### config.mk
export PLATFORM = sky130hd
export DESIGN_NAME = debug_link_control_regs
export DESIGN_NICKNAME = d
export VERILOG_FILES = /design/src/core/link_counter.v /design/src/core/debug_link_control_regs.v
export VERILOG_INCLUDE_DIRS = /design/src /design/src/core
export SDC_FILE = /design/constraint.sdc
export NUM_CORES = 1
export LEC_CHECK = 0
export BUFFER_PORTS_ARGS = -buffer_cell sky130_fd_sc_hd__buf_2
export CAP_MARGIN = 0
export CORE_ASPECT_RATIO = 1.25
export CORE_MARGIN = 2
export CORE_UTILIZATION = 25
export DETAILED_ROUTE_END_ITERATION = 7
export PLACE_DENSITY = 0.42
export SLEW_MARGIN = 20
export SYNTH_ARGS = -nofsm -noshare
export SYNTH_HDL_FRONTEND = slang
export SYNTH_SLANG_ARGS = --single-unit
### constraint.sdc
create_clock -name clk -period 3.9 [get_ports clk]
set_input_delay 0.78 -clock clk [delete_from_list [all_inputs] [get_ports clk]]
set_output_delay 0.78 -clock clk [all_outputs]
set_load 0.01 [all_outputs]
### src/core/debug_link_defs.vh
// Register map, field positions, codes and timing constants of the debug link register set.
`ifndef DEBUG_LINK_DEFS_VH
`define DEBUG_LINK_DEFS_VH
`define OFF_REV_STATUS 4'h0
`define OFF_ERR_STATUS 4'h1
`define OFF_PHY_CTRL 4'h2
`define OFF_PHY_CTRL_TWO 4'h3
`define OFF_KEY_STATUS 4'h7
`define OFF_RESET_REQ 4'h8
`define OFF_CLK_SEL 4'h9
`define OFF_SYS_CTRL 4'ha
`define OFF_SYS_STATUS 4'hb
`define OFF_CRC_STATUS 4'hc
// The revision value is arbitrary.
`define IMPL_REVISION 4'h3
`define GUARD_MAX 8'h80
`define SYS_STATUS_RESET 8'h01
`define DIV_RESET 2'h3
`define CTRL_A_MASK 8'hbf
`define CTRL_B_MASK 8'h1c
`define KEY_WR_MASK 8'h20
`define SYS_CTRL_MASK 8'h03
`define CLK_SEL_MASK 8'h03
`define CLK_SEL_RESET 8'h03
`define SYS_CTRL_RESET 8'h01
`define BIT_GAP_EN 7
`define BIT_PARITY_OFF 5
`define BIT_TIMEOUT_OFF 4
`define BIT_RESP_OFF 3
`define BIT_NACK_OFF 4
`define BIT_CONT_OFF 3
`define BIT_LINK_DIS 2
`define BIT_UROW_KEY 5
`define BIT_PROG_KEY 4
`define BIT_ERASE_KEY 3
`define BIT_UROW_DONE 1
`define SIG_NONE 3'h0
`define SIG_PARITY 3'h1
`define SIG_FRAME 3'h2
`define SIG_TIMEOUT 3'h3
`define SIG_CLOCK 3'h4
`define SIG_BUS 3'h6
`define SIG_CONTENTION 3'h7
`define RESET_HOLD 8'h59
`define RESET_RUN 8'h00
`define GUARD_RESERVED 3'h7
`define TIMEOUT_CYCLES 17'h10000
`define GAP_BITS 2'h2
`endif

### src/core/link_counter.v
// Down counter used for guard time and inter-byte gap timing.
`timescale 1ns/1ps
module link_counter
(
  // Clock and reset.
  input wire clk,
  input wire rst_n,
  // Control.
  input wire load,
  input wire [7:0] value,
  // Status.
  output reg busy
);
  reg [7:0] cnt_r;

  // Load wins over the running count so a new request restarts the wait.
  // Busy falls one cycle early because the user registers it, so the registered wait lasts the loaded count.
  always @(posedge clk or negedge rst_n)
  begin
    if (!rst_n)
    begin
      cnt_r <= 8'h00;
      busy <= 1'b0;
    end
    else if (load)
    begin
      cnt_r <= value;
      busy <= (value > 8'h01);
    end
    else if (cnt_r != 8'h00)
    begin
      cnt_r <= cnt_r - 8'h01;
      busy <= (cnt_r > 8'h02);
    end
  end
endmodule

### src/core/debug_link_control_regs.v
// Register set and physical-layer control of the single-wire debug link.
//
// Functional notes
// - Registers reachable only through link instructions, no processor bus port exists.
// - Status register one shows read-only implementation revision in bits 7:4.
// - Error signature loads on link error, clears when the debugger reads it.
// - Codes: 1 parity, 2 frame, 3 timeout, 4 clock, 6 bus, 7 contention.
// - Gap enable inserts two idle bit times between multibyte load bytes.
// - Parity off ignores received parity and raises no parity errors.
// - Timeout flagged after 65536 link cycles without access response unless disabled.
// - Response signature off suppresses every response signature.
// - Guard time on receive-to-transmit: 128 cycles halving to 2; code 7 reserved.
// - Negative acknowledge off suppresses the reset-interrupt NACK.
// - Contention detected only while contention detect off is zero.
// - Link disable drops clock request, resets link, clears configuration and keys.
// - User row key flag set on decode; debugger write closes the session.
// - Programming key flag set on decode, cleared while programming start is high.
// - Chip erase key flag set on decode, cleared by erase reset request.
// - Reset signature written to reset request asserts system reset; resets to zero.
// - Value 0x59 holds reset, 0x00 releases; link logic stays out of it.
// - Two-bit divider select picks 32, 16, 8 or 4 MHz; 4 MHz default.
`timescale 1ns/1ps
`include "debug_link_defs.vh"
module debug_link_control_regs
(
  // Clock and asynchronous active-low reset.
  input wire clk,
  input wire nrst,
  // Register access from the link instruction decoder.
  input wire reg_wr,
  input wire reg_rd,
  input wire [3:0] reg_addr,
  input wire [7:0] reg_wdata,
  output reg [7:0] reg_rdata,
  // Link error events from the physical layer, one-cycle pulses.
  input wire parity_err,
  input wire frame_err,
  input wire clock_err,
  input wire bus_err,
  input wire contention_seen,
  // Access layer handshake for the timeout.
  input wire acc_request,
  input wire acc_response,
  // Transmit timing requests.
  input wire rx_to_tx,
  input wire tx_byte_done,
  input wire multibyte_load,
  // Response signature requests.
  input wire resp_sig_req,
  input wire nack_req,
  // Key decoder events.
  input wire user_row_key_dec,
  input wire mem_program_key_dec,
  input wire chip_erase_key_dec,
  // System status inputs from pins or other domain.
  input wire program_start_pin,
  input wire [7:0] sys_status_pin,
  input wire [2:0] crc_status_pin,
  // Outputs.
  output reg tx_hold,
  output reg resp_sig_en,
  output reg nack_en,
  output reg parity_check_en,
  output reg contention_check_en,
  output reg phy_enable,
  output reg sys_clock_request,
  output reg system_reset,
  output reg user_row_done,
  output reg [1:0] link_clock_divider
);
  reg [1:0] rst_sync_r;
  wire rst_n;
  reg [7:0] ctrl_a_r;
  reg [7:0] ctrl_b_r;
  reg [2:0] error_signature_r;
  reg [2:0] err_nxt;
  reg user_row_key_flag_r;
  reg mem_program_key_flag_r;
  reg chip_erase_key_flag_r;
  reg [7:0] reset_req_r;
  reg [7:0] clk_sel_r;
  reg [7:0] sys_ctrl_r;
  reg [16:0] timeout_cnt_r;
  reg [2:0] ps_s1_r, ps_s2_r, ps_s3_r;
  reg [7:0] st_s1_r, st_s2_r, st_s3_r;
  reg [2:0] crc_s1_r, crc_s2_r, crc_s3_r;
  reg prog_start_r;
  reg [7:0] sys_status_r;
  reg [2:0] crc_status_r;
  reg [7:0] rdata_nxt;
  reg cnt_load;
  reg [7:0] cnt_value;
  wire cnt_busy;
  wire timeout_hit;
  wire wr_reset_req;
  wire link_dis;

  // Guard time decode: 128 >> code; reserved code falls back to the longest wait.
  function [7:0] guard_cycles;
    input [2:0] sel;
    begin
      if (sel == `GUARD_RESERVED)
        guard_cycles = `GUARD_MAX;
      else
        guard_cycles = `GUARD_MAX >> sel;
    end
  endfunction

  // Reset release through two flops so deassertion is clean.
  always @(posedge clk or negedge nrst)
  begin
    if (!nrst)
      rst_sync_r <= 2'b00;
    else
      rst_sync_r <= {rst_sync_r[0], 1'b1};
  end
  assign rst_n = rst_sync_r[1];

  assign link_dis = ctrl_b_r[`BIT_LINK_DIS];
  assign wr_reset_req = reg_wr && (reg_addr == `OFF_RESET_REQ);
  assign timeout_hit = (timeout_cnt_r == `TIMEOUT_CYCLES - 17'h1) && !ctrl_a_r[`BIT_TIMEOUT_OFF];

  // Outside inputs pass three flops; a change is taken once stages two and three agree.
  always @(posedge clk or negedge rst_n)
  begin
    if (!rst_n)
    begin
      ps_s1_r <= 3'h0; ps_s2_r <= 3'h0; ps_s3_r <= 3'h0;
      st_s1_r <= 8'h00; st_s2_r <= 8'h00; st_s3_r <= 8'h00;
      crc_s1_r <= 3'h0; crc_s2_r <= 3'h0; crc_s3_r <= 3'h0;
      prog_start_r <= 1'b0;
      sys_status_r <= `SYS_STATUS_RESET;
      crc_status_r <= 3'h0;
    end
    else
    begin
      ps_s1_r <= {2'b00, program_start_pin};
      ps_s2_r <= ps_s1_r;
      ps_s3_r <= ps_s2_r;
      st_s1_r <= sys_status_pin;
      st_s2_r <= st_s1_r;
      st_s3_r <= st_s2_r;
      crc_s1_r <= crc_status_pin;
      crc_s2_r <= crc_s1_r;
      crc_s3_r <= crc_s2_r;
      if (ps_s2_r[0] == ps_s3_r[0])
        prog_start_r <= ps_s3_r[0];
      if (st_s2_r == st_s3_r)
        sys_status_r <= st_s3_r;
      if (crc_s2_r == crc_s3_r)
        crc_status_r <= crc_s3_r;
    end
  end

  // Error priority: a new event overrides the read clear so nothing is lost.
  always @*
  begin
    err_nxt = error_signature_r;
    if (reg_rd && (reg_addr == `OFF_ERR_STATUS))
      err_nxt = `SIG_NONE;
    if (contention_seen && !ctrl_b_r[`BIT_CONT_OFF])
      err_nxt = `SIG_CONTENTION;
    else if (bus_err)
      err_nxt = `SIG_BUS;
    else if (clock_err)
      err_nxt = `SIG_CLOCK;
    else if (timeout_hit)
      err_nxt = `SIG_TIMEOUT;
    else if (frame_err)
      err_nxt = `SIG_FRAME;
    else if (parity_err && !ctrl_a_r[`BIT_PARITY_OFF])
      err_nxt = `SIG_PARITY;
  end

  // Configuration and key registers; link disable clears all, itself included, except the reset request and clock select, which reloads 0x03.
  always @(posedge clk or negedge rst_n)
  begin
    if (!rst_n)
    begin
      ctrl_a_r <= 8'h00;
      ctrl_b_r <= 8'h00;
      error_signature_r <= `SIG_NONE;
      user_row_key_flag_r <= 1'b0;
      mem_program_key_flag_r <= 1'b0;
      chip_erase_key_flag_r <= 1'b0;
      reset_req_r <= `RESET_RUN;
      clk_sel_r <= `CLK_SEL_RESET;
      sys_ctrl_r <= `SYS_CTRL_RESET;
    end
    else if (link_dis)
    begin
      // Disable acts as a link reset; the bit itself drops so the link can be re-enabled.
      ctrl_a_r <= 8'h00;
      ctrl_b_r <= 8'h00;
      error_signature_r <= `SIG_NONE;
      user_row_key_flag_r <= 1'b0;
      mem_program_key_flag_r <= 1'b0;
      chip_erase_key_flag_r <= 1'b0;
      clk_sel_r <= `CLK_SEL_RESET;
      sys_ctrl_r <= 8'h00;
    end
    else
    begin
      error_signature_r <= err_nxt;
      if (reg_wr && reg_addr == `OFF_PHY_CTRL)
        ctrl_a_r <= reg_wdata & `CTRL_A_MASK;
      if (reg_wr && reg_addr == `OFF_PHY_CTRL_TWO)
        ctrl_b_r <= reg_wdata & `CTRL_B_MASK;
      if (reg_wr && reg_addr == `OFF_CLK_SEL)
        clk_sel_r <= reg_wdata & `CLK_SEL_MASK;
      if (reg_wr && reg_addr == `OFF_SYS_CTRL)
        sys_ctrl_r <= reg_wdata & `SYS_CTRL_MASK & {6'h3f, user_row_key_flag_r, 1'b1};
      if (wr_reset_req)
        reset_req_r <= reg_wdata;
      // Decode sets win over clears in the same cycle.
      if (user_row_key_dec)
        user_row_key_flag_r <= 1'b1;
      else if (reg_wr && reg_addr == `OFF_KEY_STATUS && reg_wdata[`BIT_UROW_KEY])
        user_row_key_flag_r <= 1'b0;
      if (mem_program_key_dec)
        mem_program_key_flag_r <= 1'b1;
      else if (prog_start_r)
        mem_program_key_flag_r <= 1'b0;
      if (chip_erase_key_dec)
        chip_erase_key_flag_r <= 1'b1;
      else if (wr_reset_req && reg_wdata == `RESET_HOLD)
        chip_erase_key_flag_r <= 1'b0;
    end
  end

  // Access-layer timeout counter, runs only while a request waits.
  always @(posedge clk or negedge rst_n)
  begin
    if (!rst_n)
      timeout_cnt_r <= 17'h0;
    else if (!acc_request || acc_response || timeout_hit || link_dis)
      timeout_cnt_r <= 17'h0;
    else if (!ctrl_a_r[`BIT_TIMEOUT_OFF])
      timeout_cnt_r <= timeout_cnt_r + 17'h1;
  end

  // Guard time and inter-byte gap share one counter; direction change takes precedence.
  always @*
  begin
    cnt_load = 1'b0;
    cnt_value = 8'h00;
    if (rx_to_tx)
    begin
      cnt_load = 1'b1;
      cnt_value = guard_cycles(ctrl_a_r[2:0]);
    end
    else if (tx_byte_done && multibyte_load && ctrl_a_r[`BIT_GAP_EN])
    begin
      cnt_load = 1'b1;
      cnt_value = {6'h00, `GAP_BITS};
    end
  end

  link_counter u_wait
  (
    .clk(clk),
    .rst_n(rst_n),
    .load(cnt_load),
    .value(cnt_value),
    .busy(cnt_busy)
  );

  // Read mux; unmapped and reserved locations return zero.
  always @*
  begin
    rdata_nxt = 8'h00;
    case (reg_addr)
      `OFF_REV_STATUS: rdata_nxt = {`IMPL_REVISION, 4'h0};
      `OFF_ERR_STATUS: rdata_nxt = {5'h00, error_signature_r};
      `OFF_PHY_CTRL: rdata_nxt = ctrl_a_r;
      `OFF_PHY_CTRL_TWO: rdata_nxt = ctrl_b_r;
      `OFF_KEY_STATUS: rdata_nxt = {2'b00, user_row_key_flag_r, mem_program_key_flag_r, chip_erase_key_flag_r, 3'h0};
      `OFF_RESET_REQ: rdata_nxt = reset_req_r;
      `OFF_CLK_SEL: rdata_nxt = clk_sel_r;
      `OFF_SYS_CTRL: rdata_nxt = sys_ctrl_r;
      `OFF_SYS_STATUS: rdata_nxt = sys_status_r;
      `OFF_CRC_STATUS: rdata_nxt = {5'h00, crc_status_r};
      default: rdata_nxt = 8'h00;
    endcase
  end

  // Registered outputs; system reset derives from the request register only.
  always @(posedge clk or negedge rst_n)
  begin
    if (!rst_n)
    begin
      reg_rdata <= 8'h00;
      tx_hold <= 1'b0;
      resp_sig_en <= 1'b1;
      nack_en <= 1'b1;
      parity_check_en <= 1'b1;
      contention_check_en <= 1'b1;
      phy_enable <= 1'b0;
      sys_clock_request <= 1'b0;
      system_reset <= 1'b0;
      user_row_done <= 1'b0;
      link_clock_divider <= `DIV_RESET;
    end
    else
    begin
      if (reg_rd)
        reg_rdata <= rdata_nxt;
      tx_hold <= cnt_busy || cnt_load;
      resp_sig_en <= resp_sig_req && !ctrl_a_r[`BIT_RESP_OFF];
      nack_en <= nack_req && !ctrl_a_r[`BIT_RESP_OFF] && !ctrl_b_r[`BIT_NACK_OFF];
      parity_check_en <= !ctrl_a_r[`BIT_PARITY_OFF];
      contention_check_en <= !ctrl_b_r[`BIT_CONT_OFF];
      phy_enable <= !link_dis;
      sys_clock_request <= sys_ctrl_r[0] && !link_dis;
      system_reset <= (reset_req_r == `RESET_HOLD);
      user_row_done <= sys_ctrl_r[`BIT_UROW_DONE];
      link_clock_divider <= clk_sel_r[1:0];
    end
  end
endmodule

==> impl_metrics.py <==
metrics = {
    "cts": {
        "cts_buffers": 17,
        "cts_num_sinks": 123,
        "cts_resized": 0,
        "clk_latency_ps": 410,
        "cts_tree": "built",
        "post_cts_buffers": 0,
        "path_clk_slew_ps": 50,
        "root_buffer": "clkbuf_16",
        "htree_levels": 4,
        "cts_max_path_buffers": 2,
        "cts_hold_buf": 0,
    },
    "cells_and_area": {
        "drive_gt1_share_pct": 23.99,
        "finalNetCount": 577,
        "syn_to_final_growth_pct": 22.41,
        "instances_no_fill": 822,
        "design_area_um2": 6583,
    },
    "synth": {
        "synth_cell_types": 64,
        "ys_warn_count": 0,
        "synth_area_leader_cell": "dfrtp_1",
        "syn_inst": 466,
        "synth_area_um2": 5378,
        "synthArstFlopShare_pct": 100.0,
        "postSynthAreaPerCell_um2": 11.54,
        "ys_ff_latch": 123,
        "synth_edf_count": 0,
        "yosysSeqAreaShare_pct": 57.47,
        "synth_top_area_share_pct": 52.58,
        "syn-num-nets": 514,
        "synth-main-ff-cell": "dfrtp_1",
        "yosys-top-cells-area": "dfrtp_1 (53%), dfstp_2 (4.9%), mux2_2 (4.0%)",
    },
    "critical_path": {
        "cpPeakStageDelay_ps": 560,
        "path_max_fanout": 16,
        "crit_type": "flip-flop to flip-flop",
        "arrival_ps": 2770,
        "start_kind": "flip-flop",
        "cp_slowest_cell": "or3_1",
        "worstPathRequired_ps": 4250,
        "crit_chain": "and3_1 > nand2_1 > nor3_1 > ha_1 > nor2b_2 > or3_1 > or4_1 > nand2_1",
        "endpoint_kind": "flip-flop",
        "cp_common_cell": "nand2_1",
    },
    "flow_run": {
        "maxCapViolCount": 0,
    },
    "placed_design": {
        "io_buffers": 61,
        "post_dp_cell_area_um2": 5911,
        "hpwlAfterDp_um": 9655,
        "pre_cts_ws_ps": 1393,
        "dp_cells": 788,
        "gp_congestion": 0.8106,
    },
    "route": {
        "finalWirelength_um": 13300,
        "first_iter_violations": 259,
        "drt_first_pass_iters": 4,
        "vias": 3795,
        "wire_per_inst_um": 16.18,
        "viasPerCell": 4.617,
        "drtAntennaViolNets": 0,
        "route.detailed.drc": 0,
    },
    "floorplan": {
        "fp.dieArea_um2": 22710,
        "num_io_pins": 62,
        "num_rows": 60,
        "initial_core_util_pct": 25.22,
        "dieHeight_um": 168.0,
        "floorplan.die.width_um": 135.2,
        "coreArea_um2": 21320,
    },
    "sta": {
        "rsz0062_at_grt": "false",
        "setup_viol": 0,
        "finalCritPeriodShare_pct": 62.20,
        "fmax_mhz": 412.2,
        "worstMarginPinSlew_ps": 814.8,
        "totalNegativeSetupSlack_ps": 0,
        "fin_ws_ps": 1474,
        "relSlewSlack_pct": 45.68,
        "hold_viol": 0,
        "report.final.slew_viol_count": 0,
        "period_needed_ps": 2426,
        "fin_skew_ps": 7.909,
    },
    "run_status": {
        "status": "finished, final reports clean",
    },
    "power": {
        "leakage_nw": 2.867,
        "ir_drop_mv": 0.2757,
        "power.total_mw": 3.812,
        "power_density_nw_per_um2": 579.1,
    },
    "grt": {
        "track_usage_pct": 12.29,
        "antenna_found_initial": 3,
        "grt_max_degree": 84,
        "grt_pass1_vias": 3935,
        "grt_pass1_wl_um": 21290,
        "grt_overflow": 0,
    },
    "hold_path": {
        "hold_path.class": "input port to asynchronous set/reset pin",
    },
}
[cells in the final DEF (no fill, tap or decap), types with 6 or more instances in the layout]
cell	count
dfrtp_1	112
buf_2	61
nor2_1	38
nand2_1	30
a21oi_1	25
mux2_2	19
xor2_1	19
nand3_1	17
inv_1	17
clkbuf_16	17
mux2i_1	13
nor3_1	10
dfstp_2	10
o21ai_0	9
nand4_1	8
nor2b_1	8
nor3b_1	6
nor4_1	6
[cells in the mapped netlist, types with 3 or more instances]
cell type	instances
nor2b_1	8
nand2_1	30
or4_1	3
xor2_1	19
a32oi_1	4
and4_1	3
nor3b_1	6
buf_2	8
dfstp_2	10
and3_1	5
a22o_1	5
o21ai_0	9
nand3_1	17
o311ai_0	3
or3_1	5
ha_1	5
xnor2_1	5
nor3_1	10
o2bb2ai_1	5
mux2i_1	13
nand3b_1	3
mux2_2	19
nor4_1	6
a31oi_1	3
nand4_1	8
nor2_1	38
a21oi_1	25
nor4bb_1	3
inv_1	17
dfrtp_1	113
a22oi_1	3
o31a_1	3
o211ai_1	3
clkbuf_1	8
nand2b_1	5
[critical path: cells and delay by family, from the launching register on]
family | cells | cell delay, ps
and+or+nand+nor | 7 | 1780
DFF | 1 | 410
adders and majority gates | 1 | 170
[per-stage QoR]
step / hold slack, ps / util [%]
after floorplan: 331.2 / -
after global placement: 333.2 / 27.72
after detailed placement: 334.7 / 27.72
after CTS: 122.0 / 30.73
after global routing: 124.9 / 30.87
final: 145.8 / 30.87
[sequential cells by signal, indices dropped and copies added, names as in the netlist, 3 cells and up]
name               count
crc_s1_r               3
crc_s2_r               3
crc_s3_r               3
crc_status_r           3
ctrl_a_r               7
ctrl_b_r               3
error_signature_r      3
reg_rdata              8
reset_req_r            8
st_s1_r                8
st_s2_r                8
st_s3_r                8
sys_status_r           8
timeout_cnt_r         17
u_wait.cnt_r           8
[final timing paths]
kind,startpoint,to,slack [ps],cells past startpoint
setup / recovery,timeout_cnt_r[3],timeout_cnt_r[12],1470,8
hold / removal,nrst,rst_sync_r[0],150,1
setup reg to reg,timeout_cnt_r[3],timeout_cnt_r[12],1470,8
hold reg to reg,rst_sync_r[1],ps_s2_r[0],270,0
max in group asynchronous,rst_sync_r[1],sys_status_r[0],2600,2
min in group clk,crc_s1_r[1],crc_s2_r[1],350,0
[power by group]
group          total, mW  internal (mW)  switching [mW]
combinational      0.508          0.238           0.270
sequential          1.61           1.45           0.164
clock               1.69           1.15           0.540
[layer usage]
metal / wire length (um) / track usage, %
met1: 5791 / 14.91
met2: 6496 / 19.97
met3: 739 / 4.246
met4: 249 / 4.937
met5: 23 / 0
[cell type report]
class	instances	area, um2
multi-input combinational	305	2076
clock buffer	26	509.2
clock inverter	6	132.6
tap	279	349.1
timing repair buffer	65	355.3
fill	2233	14740
inverter	17	63.81
sequential	123	3094
antenna	1	2.502
[kinds of logic after synthesis]
logic type | after synthesis | share of synthesized area [%]
and+or+nand+nor | 162 | 16.47
DFF | 123 | 57.47
AOI/OAI and AO/OA | 80 | 10.28
buffers and inverters | 38 | 4.048
muxes | 32 | 6.398
xor gates and xnor gates | 24 | 3.909
adders and majority gates | 6 | 1.349
other | 1 | 0.06973
(Power assumes the default switching activity.)
